### src/core/uca_pkg.sv
// Constants, types and register map of the serial port control block.
// Assumes a 32-bit APB with word-aligned registers; index times four is the byte address.
package uca_pkg;

	localparam int unsigned ADDR_W = 10;

	// Register indices; byte address is the index times four
	localparam logic [7:0] IDX_ADDRESS_MASK      = 8'hae;
	localparam logic [7:0] IDX_PORT_CONTROL      = 8'hf1;
	localparam logic [7:0] IDX_DATA_BUFFER       = 8'hf2;
	localparam logic [7:0] IDX_OWN_SLAVE_ADDRESS = 8'hf3;
	localparam logic [7:0] IDX_AUX_CONTROL       = 8'hf4;
	localparam logic [7:0] IDX_BIT_DIVISOR       = 8'hf5;

	localparam logic [ADDR_W-1:0] ADR_ADDRESS_MASK      = {IDX_ADDRESS_MASK, 2'h0};
	localparam logic [ADDR_W-1:0] ADR_PORT_CONTROL      = {IDX_PORT_CONTROL, 2'h0};
	localparam logic [ADDR_W-1:0] ADR_DATA_BUFFER       = {IDX_DATA_BUFFER, 2'h0};
	localparam logic [ADDR_W-1:0] ADR_OWN_SLAVE_ADDRESS = {IDX_OWN_SLAVE_ADDRESS, 2'h0};
	localparam logic [ADDR_W-1:0] ADR_AUX_CONTROL       = {IDX_AUX_CONTROL, 2'h0};
	localparam logic [ADDR_W-1:0] ADR_BIT_DIVISOR       = {IDX_BIT_DIVISOR, 2'h0};

	// Reset values
	localparam logic [7:0]  RST_BYTE        = 8'h00;
	localparam logic [15:0] RST_BIT_DIVISOR = 16'h001a;

	// Field position in the auxiliary control register
	localparam int unsigned AUX_VIEW_SEL_POS = 0;

	// Timing counts in system clock cycles, oversample ticks and bits
	localparam logic [3:0]  OS_LAST       = 4'hf;
	localparam logic [3:0]  OS_MID        = 4'h7;
	localparam logic [3:0]  M0_LAST       = 4'hb;
	localparam logic [3:0]  M0_HALF       = 4'h6;
	localparam int unsigned MODE2_OS_CYC  = 4;
	localparam logic [3:0]  BITS_SYNC     = 4'h8;
	localparam logic [3:0]  BITS_ASYNC8   = 4'h9;
	localparam logic [3:0]  BITS_ASYNC9   = 4'ha;

	typedef enum logic [1:0] {
		MODE_SYNC  = 2'b00,
		MODE_8VAR  = 2'b01,
		MODE_9FIX  = 2'b10,
		MODE_9VAR  = 2'b11
	} uca_mode_t;

	// Port control layout; status view reuses bits 7-5
	typedef struct packed {
		logic mode_select_high;
		logic mode_select_low;
		logic multiprocessor_enable;
		logic receive_enable;
		logic tx_ninth_bit;
		logic rx_ninth_bit;
		logic tx_done_flag;
		logic rx_done_flag;
	} uca_ctrl_t;

	typedef enum logic [1:0] {TX_IDLE, TX_DATA, TX_STOP} uca_tx_st_t;
	typedef enum logic [1:0] {RX_IDLE, RX_START, RX_DATA, RX_STOP} uca_rx_st_t;

endpackage

### src/core/uca_port.sv
// Second serial port: control register, data buffer, address match, shifter.
// Assumes an APB master on clk_sys; rxd is asynchronous and synchronised here.
`timescale 1ns/1ps

module uca_port
	import uca_pkg::*;
#(
	parameter int unsigned DIV_W = 16
) (
	input  wire logic              clk_sys,
	input  wire logic              reset_n,
	input  wire logic              psel,
	input  wire logic              penable,
	input  wire logic              pwrite,
	input  wire logic [ADDR_W-1:0] paddr,
	input  wire logic [31:0]       pwdata,
	output logic      [31:0]       prdata,
	output logic                   pready,
	output logic                   pslverr,
	input  wire logic              rxd,
	input  wire logic              int_enable,
	output logic                   txd,
	output logic                   sclk,
	output logic                   irq
);

	if (DIV_W < 4 || DIV_W > 24) begin : g_bad_div
		$error("DIV_W must lie between 4 and 24");
	end

	uca_ctrl_t          ctrl_q;
	logic               fe_q;
	logic               rxov_q;
	logic               txcol_q;
	logic               view_sel_q;
	logic [7:0]         saddr_q;
	logic [7:0]         mask_q;
	logic [7:0]         rxbuf_q;
	logic               unread_q;
	logic [DIV_W-1:0]   div_q;
	logic [31:0]        prdata_q;
	logic               pready_q;
	logic               pslverr_q;
	logic               irq_q;
	logic               rxd_m_q;
	logic               rxd_s_q;
	logic [DIV_W-1:0]   os_cnt_q;
	uca_tx_st_t         tx_st_q;
	logic [9:0]         tx_sh_q;
	logic [3:0]         tx_left_q;
	logic [3:0]         tx_os_q;
	logic [3:0]         m0_cnt_q;
	logic               m0_rx_q;
	logic               txd_q;
	logic               sclk_q;
	uca_rx_st_t         rx_st_q;
	logic [3:0]         rx_os_q;
	logic [3:0]         rx_left_q;
	logic [8:0]         rx_sh_q;
	logic [31:0]        rdata_d;

	assign prdata  = prdata_q;
	assign pready  = pready_q;
	assign pslverr = pslverr_q;
	assign txd     = txd_q;
	assign sclk    = sclk_q;
	assign irq     = irq_q;

	// Bus decode
	wire setup    = psel & ~penable;
	wire acc      = psel & penable & pready_q;
	wire wr       = acc & pwrite;
	wire rd       = acc & ~pwrite;
	wire hit_mask = paddr == ADR_ADDRESS_MASK;
	wire hit_ctl  = paddr == ADR_PORT_CONTROL;
	wire hit_buf  = paddr == ADR_DATA_BUFFER;
	wire hit_addr = paddr == ADR_OWN_SLAVE_ADDRESS;
	wire hit_aux  = paddr == ADR_AUX_CONTROL;
	wire hit_div  = paddr == ADR_BIT_DIVISOR;
	wire mapped   = hit_mask | hit_ctl | hit_buf | hit_addr | hit_aux | hit_div;
	wire wr_ctl   = wr & hit_ctl;
	wire wr_buf   = wr & hit_buf;
	wire rd_buf   = rd & hit_buf;
	wire [7:0] wbyte = pwdata[7:0];

	// Mode decode from the settings bits, independent of the view
	wire uca_mode_t mode = uca_mode_t'({ctrl_q.mode_select_high, ctrl_q.mode_select_low});
	wire sync      = mode == MODE_SYNC;
	wire nine_bit  = (mode == MODE_9FIX) | (mode == MODE_9VAR);
	wire mp_en     = ctrl_q.multiprocessor_enable & ~sync;

	// Status view overlays bits 7-5 only
	wire [7:0] ctl_view = view_sel_q ? {fe_q, rxov_q, txcol_q, ctrl_q[4:0]} : ctrl_q;

	always_comb begin
		rdata_d = '0;
		if (hit_mask) begin
			rdata_d[7:0] = mask_q;
		end else if (hit_ctl) begin
			rdata_d[7:0] = ctl_view;
		end else if (hit_buf) begin
			rdata_d[7:0] = rxbuf_q;
		end else if (hit_addr) begin
			rdata_d[7:0] = saddr_q;
		end else if (hit_aux) begin
			rdata_d[AUX_VIEW_SEL_POS] = view_sel_q;
		end else if (hit_div) begin
			rdata_d[DIV_W-1:0] = div_q;
		end
	end

	// One wait-free access phase: data captured in setup, ready in access
	always_ff @(posedge clk_sys) begin
		if (!reset_n) begin
			pready_q  <= 1'b0;
			prdata_q  <= '0;
			pslverr_q <= 1'b0;
		end else begin
			pready_q <= setup;
			if (setup) begin
				prdata_q  <= rdata_d;
				pslverr_q <= ~mapped;
			end
		end
	end

	// Input synchroniser
	always_ff @(posedge clk_sys) begin
		if (!reset_n) begin
			rxd_m_q <= 1'b1;
			rxd_s_q <= 1'b1;
		end else begin
			rxd_m_q <= rxd;
			rxd_s_q <= rxd_m_q;
		end
	end

	// Oversample enable: sixteen per bit; fixed rate mode ignores the divisor
	wire [DIV_W-1:0] os_reload = (mode == MODE_9FIX) ? DIV_W'(MODE2_OS_CYC - 1) : div_q;
	wire             os_tick   = os_cnt_q == '0;

	always_ff @(posedge clk_sys) begin
		if (!reset_n) begin
			os_cnt_q <= '0;
		end else begin
			os_cnt_q <= os_tick ? os_reload : os_cnt_q - 1'b1;
		end
	end

	// Shift engine; in sync mode it also clocks reception
	wire tx_busy   = tx_st_q != TX_IDLE;
	wire tx_start  = wr_buf & ~tx_busy;
	wire m0_start  = sync & ctrl_q.receive_enable & ~ctrl_q.rx_done_flag & ~tx_busy & ~wr_buf;
	wire bit_end   = sync ? (m0_cnt_q == M0_LAST) : (os_tick & (tx_os_q == OS_LAST));
	wire last_bit  = (tx_st_q == TX_DATA) & bit_end & (tx_left_q == 4'h1);
	wire tx_done   = last_bit & ~m0_rx_q;
	wire m0_rx_end = last_bit & m0_rx_q;

	always_ff @(posedge clk_sys) begin
		if (!reset_n) begin
			tx_st_q   <= TX_IDLE;
			tx_sh_q   <= '0;
			tx_left_q <= '0;
			tx_os_q   <= '0;
			m0_cnt_q  <= '0;
			m0_rx_q   <= 1'b0;
			txd_q     <= 1'b1;
			sclk_q    <= 1'b1;
		end else begin
			case (tx_st_q)
				TX_IDLE: begin
					txd_q    <= 1'b1;
					sclk_q   <= 1'b1;
					tx_os_q  <= '0;
					m0_cnt_q <= '0;
					if (tx_start) begin
						tx_st_q <= TX_DATA;
						m0_rx_q <= 1'b0;
						if (sync) begin
							tx_sh_q   <= {2'b11, wbyte};
							tx_left_q <= BITS_SYNC;
						end else if (nine_bit) begin
							tx_sh_q   <= {ctrl_q.tx_ninth_bit, wbyte, 1'b0};
							tx_left_q <= BITS_ASYNC9;
						end else begin
							tx_sh_q   <= {1'b1, wbyte, 1'b0};
							tx_left_q <= BITS_ASYNC8;
						end
					end else if (m0_start) begin
						tx_st_q   <= TX_DATA;
						m0_rx_q   <= 1'b1;
						tx_sh_q   <= 10'h3ff;
						tx_left_q <= BITS_SYNC;
					end
				end
				TX_DATA: begin
					txd_q  <= m0_rx_q ? 1'b1 : tx_sh_q[0];
					sclk_q <= sync ? (m0_cnt_q >= M0_HALF) : 1'b1;
					if (sync) begin
						m0_cnt_q <= bit_end ? 4'h0 : m0_cnt_q + 4'h1;
					end else if (os_tick) begin
						tx_os_q <= tx_os_q + 4'h1;
					end
					if (bit_end) begin
						tx_sh_q   <= {1'b1, tx_sh_q[9:1]};
						tx_left_q <= tx_left_q - 4'h1;
						if (tx_left_q == 4'h1) begin
							tx_st_q <= sync ? TX_IDLE : TX_STOP;
						end
					end
				end
				TX_STOP: begin
					txd_q <= 1'b1;
					if (os_tick) begin
						tx_os_q <= tx_os_q + 4'h1;
					end
					if (bit_end) begin
						tx_st_q <= TX_IDLE;
					end
				end
				default: begin
					tx_st_q <= TX_IDLE;
				end
			endcase
		end
	end

	// Asynchronous receiver
	wire rx_en    = ctrl_q.receive_enable & ~sync;
	wire stop_ev  = (rx_st_q == RX_STOP) & os_tick & (rx_os_q == OS_LAST);
	wire stop_bit = rxd_s_q;
	wire [7:0] rx_byte = nine_bit ? rx_sh_q[7:0] : rx_sh_q[8:1];
	wire ninth    = rx_sh_q[8];
	wire [7:0] bcast    = saddr_q | mask_q;
	wire own_hit  = ((rx_byte ^ saddr_q) & mask_q) == 8'h00;
	wire bc_hit   = (rx_byte & bcast) == bcast;
	wire addr_hit = own_hit | bc_hit;
	wire accept   = nine_bit ? (~mp_en | (ninth & addr_hit)) : (~mp_en | stop_bit);
	wire async_latch = stop_ev & accept;
	wire latch_ev = async_latch | m0_rx_end;
	wire [7:0] latch_byte = m0_rx_end ? {rxd_s_q, rx_sh_q[8:2]} : rx_byte;

	always_ff @(posedge clk_sys) begin
		if (!reset_n) begin
			rx_st_q   <= RX_IDLE;
			rx_os_q   <= '0;
			rx_left_q <= '0;
			rx_sh_q   <= '0;
		end else if (!rx_en) begin
			rx_st_q <= RX_IDLE;
			if (m0_rx_q && (tx_st_q == TX_DATA) && bit_end) begin
				rx_sh_q <= {rxd_s_q, rx_sh_q[8:1]};
			end
		end else begin
			if (os_tick && rx_st_q != RX_IDLE) begin
				rx_os_q <= rx_os_q + 4'h1;
			end
			case (rx_st_q)
				RX_IDLE: begin
					rx_os_q <= '0;
					if (!rxd_s_q) begin
						rx_st_q <= RX_START;
					end
				end
				RX_START: begin
					if (os_tick && rx_os_q == OS_MID) begin
						rx_os_q   <= '0;
						rx_left_q <= nine_bit ? 4'h9 : 4'h8;
						rx_st_q   <= rxd_s_q ? RX_IDLE : RX_DATA;
					end
				end
				RX_DATA: begin
					if (os_tick && rx_os_q == OS_LAST) begin
						rx_sh_q   <= {rxd_s_q, rx_sh_q[8:1]};
						rx_left_q <= rx_left_q - 4'h1;
						if (rx_left_q == 4'h1) begin
							rx_st_q <= RX_STOP;
						end
					end
				end
				RX_STOP: begin
					if (stop_ev) begin
						rx_st_q <= RX_IDLE;
					end
				end
				default: begin
					rx_st_q <= RX_IDLE;
				end
			endcase
		end
	end

	// Registers; hardware set beats a software clear in the same cycle
	wire fe_set    = stop_ev & ~stop_bit;
	wire rxov_set  = async_latch & unread_q;
	wire txcol_set = wr_buf & tx_busy;
	wire stat_wr   = wr_ctl & view_sel_q;

	always_ff @(posedge clk_sys) begin
		if (!reset_n) begin
			ctrl_q     <= RST_BYTE;
			saddr_q    <= RST_BYTE;
			mask_q     <= RST_BYTE;
			rxbuf_q    <= RST_BYTE;
			view_sel_q <= 1'b0;
			div_q      <= DIV_W'(RST_BIT_DIVISOR);
			fe_q       <= 1'b0;
			rxov_q     <= 1'b0;
			txcol_q    <= 1'b0;
			unread_q   <= 1'b0;
			irq_q      <= 1'b0;
		end else begin
			if (wr_ctl && view_sel_q) begin
				ctrl_q[4:0] <= wbyte[4:0];
			end else if (wr_ctl) begin
				ctrl_q <= wbyte;
			end
			if (tx_done) begin
				ctrl_q.tx_done_flag <= 1'b1;
			end
			if (latch_ev) begin
				ctrl_q.rx_done_flag <= 1'b1;
				rxbuf_q             <= latch_byte;
			end
			if (async_latch) begin
				ctrl_q.rx_ninth_bit <= nine_bit ? ninth : stop_bit;
			end
			if (wr & hit_addr) begin
				saddr_q <= wbyte;
			end
			if (wr & hit_mask) begin
				mask_q <= wbyte;
			end
			if (wr & hit_aux) begin
				view_sel_q <= pwdata[AUX_VIEW_SEL_POS];
			end
			if (wr & hit_div) begin
				div_q <= pwdata[DIV_W-1:0];
			end
			fe_q     <= fe_set | (stat_wr ? wbyte[7] : fe_q);
			rxov_q   <= rxov_set | (stat_wr ? wbyte[6] : rxov_q);
			txcol_q  <= txcol_set | (stat_wr ? wbyte[5] : txcol_q);
			unread_q <= latch_ev | (unread_q & ~rd_buf);
			irq_q    <= int_enable & (ctrl_q.tx_done_flag | ctrl_q.rx_done_flag);
		end
	end

	// Checks
	txcol_set_a: assert property (@(posedge clk_sys) disable iff (!reset_n)
		wr_buf && tx_busy |=> txcol_q)
		else $error("collision flag not set on busy write");

	tx_start_a: assert property (@(posedge clk_sys) disable iff (!reset_n)
		wr_buf && !tx_busy |=> tx_st_q == TX_DATA ##1 tx_st_q == TX_DATA)
		else $error("data write did not start a transfer");

	rd_latch_a: assert property (@(posedge clk_sys) disable iff (!reset_n)
		setup && hit_buf && !pwrite |=> prdata_q[7:0] == $past(rxbuf_q))
		else $error("buffer read not from receive latch");

	flag_hold_a: assert property (@(posedge clk_sys) disable iff (!reset_n)
		ctrl_q.rx_done_flag && !wr_ctl |=> ctrl_q.rx_done_flag)
		else $error("receive flag cleared by hardware");

	rx_off_a: assert property (@(posedge clk_sys) disable iff (!reset_n)
		!ctrl_q.receive_enable |=> rx_st_q == RX_IDLE && !async_latch)
		else $error("receiver active while disabled");

	frame_err_a: assert property (@(posedge clk_sys) disable iff (!reset_n)
		stop_ev && !stop_bit |=> fe_q)
		else $error("framing error not flagged");

	overrun_a: assert property (@(posedge clk_sys) disable iff (!reset_n)
		async_latch && unread_q |=> rxov_q && unread_q)
		else $error("overrun not flagged");

	mp_reject_a: assert property (@(posedge clk_sys) disable iff (!reset_n)
		stop_ev && nine_bit && mp_en && (!ninth || !addr_hit) && !ctrl_q.rx_done_flag
		&& !wr_ctl |=> !ctrl_q.rx_done_flag)
		else $error("unaddressed byte raised receive flag");

	tx_flag_a: assert property (@(posedge clk_sys) disable iff (!reset_n)
		$rose(tx_st_q == TX_STOP) |-> ctrl_q.tx_done_flag ##1 txd_q)
		else $error("transmit flag missing at stop bit");

	irq_req_a: assert property (@(posedge clk_sys) disable iff (!reset_n)
		int_enable && ctrl_q.tx_done_flag |=> irq)
		else $error("interrupt not requested");

	reset_zero_a: assert property (@(posedge clk_sys)
		!$past(reset_n) |-> ctrl_q == RST_BYTE && saddr_q == RST_BYTE && mask_q == RST_BYTE)
		else $error("port registers not zero after reset");

endmodule

### config.mk
export PLATFORM = sky130hd
export DESIGN_NAME = uca_port
export DESIGN_NICKNAME = d
export VERILOG_FILES = /design/src/core/uca_pkg.sv /design/src/core/uca_port.sv
export SDC_FILE = /design/constraint.sdc
export NUM_CORES = 1
export LEC_CHECK = 0
export BUFFER_PORTS_ARGS = -buffer_cell sky130_fd_sc_hd__buf_2
export CORE_ASPECT_RATIO = 0.75
export CORE_MARGIN = 2
export CORE_UTILIZATION = 42
export DETAILED_ROUTE_END_ITERATION = 10
export GPL_TIMING_DRIVEN = 0
export SLEW_MARGIN = 25
export SYNTH_ARGS = -nofsm -noshare
export SYNTH_HDL_FRONTEND = slang
export SYNTH_SLANG_ARGS = --single-unit
### constraint.sdc
create_clock -name clk_sys -period 2.7 [get_ports clk_sys]
set_input_delay 0.54 -clock clk_sys [delete_from_list [all_inputs] [get_ports clk_sys]]
set_output_delay 0.54 -clock clk_sys [all_outputs]
set_load 0.02 [all_outputs]
==> results of run 1 <==
-- path summary, 6_finish.rpt --
path	from	to	slack, ps	cells after the start
hold reg to reg	rxd_m_q	rxd_s_q	410	1
hold / removal	rxd	rxd_m_q	300	2
setup / recovery	os_cnt_q[12]	rxbuf_q[0]	160	8
setup reg to reg	os_cnt_q[12]	rxbuf_q[0]	160	8
-- power by group --
| part | switching, mW | internal [mW] | total, mW |
|---|---|---|---|
| registers | 0.116 | 2.11 | 2.23 |
| logic | 0.727 | 0.484 | 1.21 |
| clock network | 0.926 | 1.53 | 2.45 |
-- cell families after synthesis --
family / share of synthesized area, %
AND/OR/NAND/NOR: 23.34
AO/OA/AOI/OAI: 17.53
flip-flops: 37.62
buffers and inverters: 6.258
multiplexers: 10.53
XOR/XNOR: 2.420
adder cells (fa/ha/maj): 2.248
other: 0.05182
-- per-layer routing --
layer / up-vias / part of all wire (%)
met5: - / 0
met4: 0 / 1.0
met3: 20 / 8.8
met2: 231 / 39
met1: 3057 / 51
li1: 3199 / -
-- per-stage QoR --
stage               instance area, um2  hold slack (ps)  cells  setup slack (ps)
global route                      8461            300.8   1178             6.977
global placement                  7807            395.1   1143            -104.4
detailed placement                7807            396.5   1143            -106.4
floorplan                         7293            386.3    879             480.0
finish                            8461            295.1   1178             161.0
CTS                               8432            287.5   1176             14.08
-- state kept, by name, summed over array words and instances (netlist names), 8 cells and up, named ones only --
register,count
div_q,16
os_cnt_q,16
prdata,16
tx_sh_q,10
rx_sh_q,9
ctrl_q,8
mask_q,8
rxbuf_q,8
saddr_q,8
-- repair_timing --
item	4_1_cts	5_1_grt
gates resized for setup	0	4
setup buffers	1	2
pin swaps	1	2
endpoints found under the setup margin	6	24
-- cells in the final DEF (no fill, tap or decap), types with 9 or more instances in the layout --
cell and count:
nor3_1 16, nor2_1 79, nand2b_1 16, nand3_1 27, nor4_1 11, a21oi_1 62, buf_4 22, ha_1 13
nor2b_1 17, or2_2 12, o2bb2ai_1 10, o21ai_0 32, a22oi_1 26, conb_1 16, buf_2 60, nand2_1 124
clkbuf_1 32, dfxtp_1 136, mux2i_1 68, xnor2_1 9, xor2_1 11, inv_1 18, clkbuf_16 17
-- layout make-up --
| cell class | instances | area, um2 |
|---|---|---|
| fill | 1663 | 8366 |
| buffer | 68 | 379.1 |
| inverter | 20 | 75.07 |
| sequential | 136 | 2723 |
| tap | 215 | 269.0 |
| clock buffer | 21 | 470.5 |
| timing repair buffer | 52 | 267.8 |
| clock inverter | 11 | 146.4 |
| multi-input combinational | 655 | 4130 |
==> summary.txt, run 1 <==
Run status
  – Status: complete, no violations

Logic synthesis
  – Synth cell types: 71
  – Top-count cell post-synth: dfxtp_1
  – Register bit count reported by yosys: 136
  – Synth Cell Area: 7237 um2
  – Mean Syn Cell Area: 8.376 um2
  – Most common flop cell mapped by yosys: dfxtp_1
  – Dominant cell type by area after synthesis: dfxtp_1
  – Sequential-to-total area share from yosys stat: 37.62%
  – Post-synth ARST share: 0%
  – Top-area cell type share of the netlist area: 37.62%
  – Gate Count Post-Synth: 864
  – Synth top area cells: dfxtp_1 (38%), mux2i_1 (9.4%), nand2_1 (6.4%), a21oi_1 (4.4%), nor2_1 (4.1%)
  – EDFF count, synth: 0
  – Yosys warnings: 0
  – Synth top cells by count: dfxtp_1 (136), nand2_1 (124), nor2_1 (79), mux2i_1 (68), a21oi_1 (63)

Die
  – Effective utilization at floorplan: 43.01%
  – Die Wd: 155.6 um
  – Site row count: 41
  – Num ports: 86
  – Core ar.: 16830 um2
  – Die area: 18310 um2
  – Chip Height: 117.7 um

Timing
  – Endpoints failing setup: 0
  – Min cycle time layout: 2539 ps
  – Slew @ Worst Pin: 975.9 ps
  – Final period util: 94.04%
  – Clock skew: 7.014 ps
  – Post-Route Setup TNS: 0 ps
  – Unrepaired setup endpoints after global routing: no
  – Final hold vios: 0
  – Slew headroom: 34.34%
  – Fmax: 393.9 MHz
  – Fin. max-slew vios: 0

Worst setup path
  – Crit-path slowest cell: or4_1
  – Largest delay share family, worst path: simple AND/OR/NAND/NOR gates
  – Worst Path Required: 3040 ps
  – Arrival time worst endpoint: 2880 ps
  – Crit path buf inv count: 2
  – CP Capture Type: register
  – CP Launch Type: register
  – CP Max Fanout: 10
  – Critical path cell sequence: nor4_4 -> nand3_1 -> or4_1 -> buf_2 -> buf_6 -> nor2_1 -> mux2i_1 -> o22ai_1
  – Critical path class: reg2reg
  – CP peak stage delay: 570 ps

Clocking
  – Worst skew pair latency: 420 ps
  – Clock Tree Root: clkbuf_16
  – Worst-path clk slew: 60 ps
  – CTS sink count: 136
  – CTS tree: yes
  – CTS Buffer Depth: 2
  – Clock H-tree levels: 4
  – CTS Buf Count: 17
  – # hold bufs at CTS: 0

Placement
  – Final Wtd Congestion: 0.8630
  – PortBufs: 49
  – Detailed placement HPWL: 16.14 mm

Global routing
  – GR Util met1: 37.22%
  – Global route overflow: 0
  – First-pass GRT wire length: 33.76 mm
  – Met3 Track Usage GR: 7.437%
  – Global-route usage over all layers: 23.93%
  – Vias in the first global route: 5866
  – Largest net degree at the start of global routing: 17
  – Met2 Use GR: 32.13%
  – GR peak layer: met1
  – Antenna violations before repair: 0

Route
  – Routed WL: 21.67 mm
  – DRT Pass-1 Iters: 5
  – Residual DRC: 0
  – Vias/cell: 5.524
  – DRT iter0 DRCs: 582
  – Via count: 6507
  – Routed WL per cell: 18.40 um
  – Post-route ant nets: 0

Power
  – Leak: 3.198 nW
  – VDD IR-drop max: 0.0004455 V
  – Total Power: 5.890 mW
  – Pwr Density: 696.2 nW/um2

Cells and area
  – Post-layout nets: 1012
  – Fraction of layout cells with a size suffix above 1: 16.30%
  – Final core utilization: 50.28%
  – Area Overhead vs Synth: 16.91%
  – # diodes: 0

Job
  – Max cap viols: 0

Min path
  – Hold WC Path Type: in2reg
Power figures use the tool's default switching activity.
==> run 2, diff against run 1 <==
--- a/config.mk
+++ b/config.mk
@@ -9,6 +9,7 @@
 export CORE_ASPECT_RATIO = 0.75
 export CORE_MARGIN = 2
 export CORE_UTILIZATION = 42
+export CTS_BUF_LIST = sky130_fd_sc_hd__clkbuf_16
 export DETAILED_ROUTE_END_ITERATION = 10
 export GPL_TIMING_DRIVEN = 0
 export SLEW_MARGIN = 25
==> summary.txt, run 2 (synthesis results as in run 1) <==
Placement
  – Worst slack, placed: -106.4 ps (unchanged)
  – Detailed placement HPWL: 16.14 mm (unchanged)
  – Final Wtd Congestion: 0.8630 (unchanged)
  – PortBufs: 49 (unchanged)

Clocking
  – Worst skew pair latency: 430 ps (about the same)
  – CTS tree: yes
  – CTS Buf Count: 17 (unchanged)
  – # hold bufs at CTS: 0 (unchanged)
  – Clock Tree Root: clkbuf_16
  – CTS sink count: 136 (unchanged)
  – Worst-path clk slew: 60 ps (about the same)
  – CTS Buffer Depth: 2 (unchanged)
  – Clock H-tree levels: 4 (unchanged)

Job
  – Max cap viols: 0 (unchanged)

Worst setup path
  – Critical path class: reg2reg
  – Arrival time worst endpoint: 2880 ps (about the same)
  – Worst Path Required: 3040 ps (about the same)
  – Reg2Reg Setup Slack: 160 ps (about the same)
  – CP Launch Type: register
  – CP Capture Type: register
  – CP Max Fanout: 10 (unchanged)
  – Worst R2R End: rxbuf_q[0]
  – Reg2Reg Depth: 8 (unchanged)
  – Worst R2R Start: os_cnt_q[12]

Die
  – Num ports: 86 (unchanged)
  – Core ar.: 16830 um2 (unchanged)
  – Site row count: 41 (unchanged)
  – Chip Height: 117.7 um (unchanged)
  – Effective utilization at floorplan: 43.01% (unchanged)
  – Die area: 18310 um2 (unchanged)
  – Die Wd: 155.6 um (unchanged)

Min path
  – Hold Crit Depth: 2 (unchanged)
  – Worst Hold Endpoint: rxd_m_q
  – Hold WC Path Type: in2reg
  – Hold path startpoint: rxd

Timing
  – Final hold vios: 0 (unchanged)
  – Slew @ Worst Pin: 980.9 ps (+5.012 ps)
  – Min cycle time layout: 2538 ps (-0.5790 ps)
  – Final period util: 94.01% (about the same)
  – Endpoints failing setup: 0 (unchanged)
  – Unrepaired setup endpoints after global routing: no
  – Slew headroom: 34.00% (-0.34 points)
  – Clock skew: 5.894 ps (-1.120 ps)
  – Minimum hold slack: 290.8 ps (-4.267 ps)
  – Fmax: 394.0 MHz (about the same)
  – Fin. max-slew vios: 0 (unchanged)
  – Worst Slack Setup Final: 161.6 ps (+0.5790 ps)
  – Post-Route Setup TNS: 0 ps (unchanged)

Cells and area
  – Post-layout nets: 1012 (unchanged)
  – Area Overhead vs Synth: 16.49%
  – Final core utilization: 50.10% (-0.18 points)
  – Fraction of layout cells with a size suffix above 1: 15.99% (-0.31 points)
  – # diodes: 0 (unchanged)
  – Commonest non-fill, non-tap cell in the layout: dfxtp_1
  – Most frequent cells in the layout: dfxtp_1 (136), nand2_1 (124), nor2_1 (79)

Global routing
  – First-pass GRT wire length: 33.73 mm (about the same)
  – Global route overflow: 0 (unchanged)
  – Vias in the first global route: 5864 (-0.034%)
  – Antenna violations before repair: 0 (unchanged)
  – Global-route usage over all layers: 23.92% (about the same)
  – Largest net degree at the start of global routing: 17 (unchanged)

Route
  – Routed WL: 21.67 mm (about the same)
  – Routed WL per cell: 18.40 um (about the same)
  – Via count: 6464 (-0.66%)
  – Vias/cell: 5.487 (-0.66%)
  – Residual DRC: 0 (unchanged)
  – Post-route ant nets: 0 (unchanged)
  – DRT Pass-1 Iters: 5 (unchanged)
  – DRT iter0 DRCs: 609 (+4.6%)

Power
  – VDD IR-drop max: 0.0004399 V (-1.2%)
  – Leak: 3.185 nW (-0.40%)
  – Pwr Density: 688.8 nW/um2 (-1.1%)

Run status
  – Status: complete, no violations
-- run 2: cell count changes in the layout (fill, tap and decap cells not counted) --
cell      previous run  this run
clkbuf_8             3         0
inv_1               18        19
clkbuf_1            32        31
clkinv_1             1         4
-- run 2: through the flow --
stage / instances / total power [mW] / area (um2)
after detailed placement: 1143 / 3.417 / 7807
after global placement: 1143 / 3.406 / 7807
after floorplan: 879 / 3.107 / 7293
after global routing: 1178 / 6.027 / 8431
after CTS: 1176 / 5.764 / 8402
final: 1178 / 5.807 / 8431
-- run 2: repair_timing --
item	4_1_cts	5_1_grt
endpoints found under the setup margin	7	20
pin swaps	1	2
gates resized for setup	0	4
buffers inserted	1	2
-- run 2: worst max-delay path: stages, from the launching register on --
cell and delay (ps):
dfxtp_1 380, nor4_4 500, nand3_1 310, or4_1 570, buf_2 210, buf_6 160, nor2_1 80, mux2i_1 70
o22ai_1 160
-- run 2: final cells by class --
| class | instances | area [um2] |
|---|---|---|
| Sequential cell | 136 | 2723 |
| Tap cell | 215 | 269.0 |
| Clock inverter | 15 | 161.4 |
| Inverter | 20 | 75.07 |
| Clock buffer | 17 | 425.4 |
| Fill cell | 1666 | 8396 |
| Buffer | 68 | 379.1 |
| Multi-Input combinational cell | 655 | 4130 |
| Timing Repair Buffer | 52 | 267.8 |
-- run 2: worst max path at each step --
stage	start	endpoint	slack, ps	cells past startpoint
2_1_floorplan	paddr[4]	tx_sh_q[7]	480	9
3_3_place_gp	paddr[3]	tx_sh_q[6]	-100	9
3_5_place_dp	paddr[3]	tx_sh_q[8]	-110	9
4_1_cts	os_cnt_q[12]	rxbuf_q[1]	10	6
5_1_grt	os_cnt_q[0]	rxbuf_q[0]	20	10
6_report	os_cnt_q[12]	rxbuf_q[0]	160	8
-- run 2: power by group --
group / total (mW) / switching, mW / internal [mW] / leakage [nW]
Clock: 2.37 / 0.930 / 1.44 / 0.286
Combinational: 1.21 / 0.731 / 0.484 / 1.80
Sequential: 2.23 / 0.116 / 2.11 / 1.10
-- run 2: per-layer routing --
metal  up-vias  track usage (%)  wire length [um]
li1       3197                -                 -
met3        20            7.180              1993
met2       241            32.13              8499
met1      3006            37.34             10950
met4         0            4.358               235
met5         -                0                 0
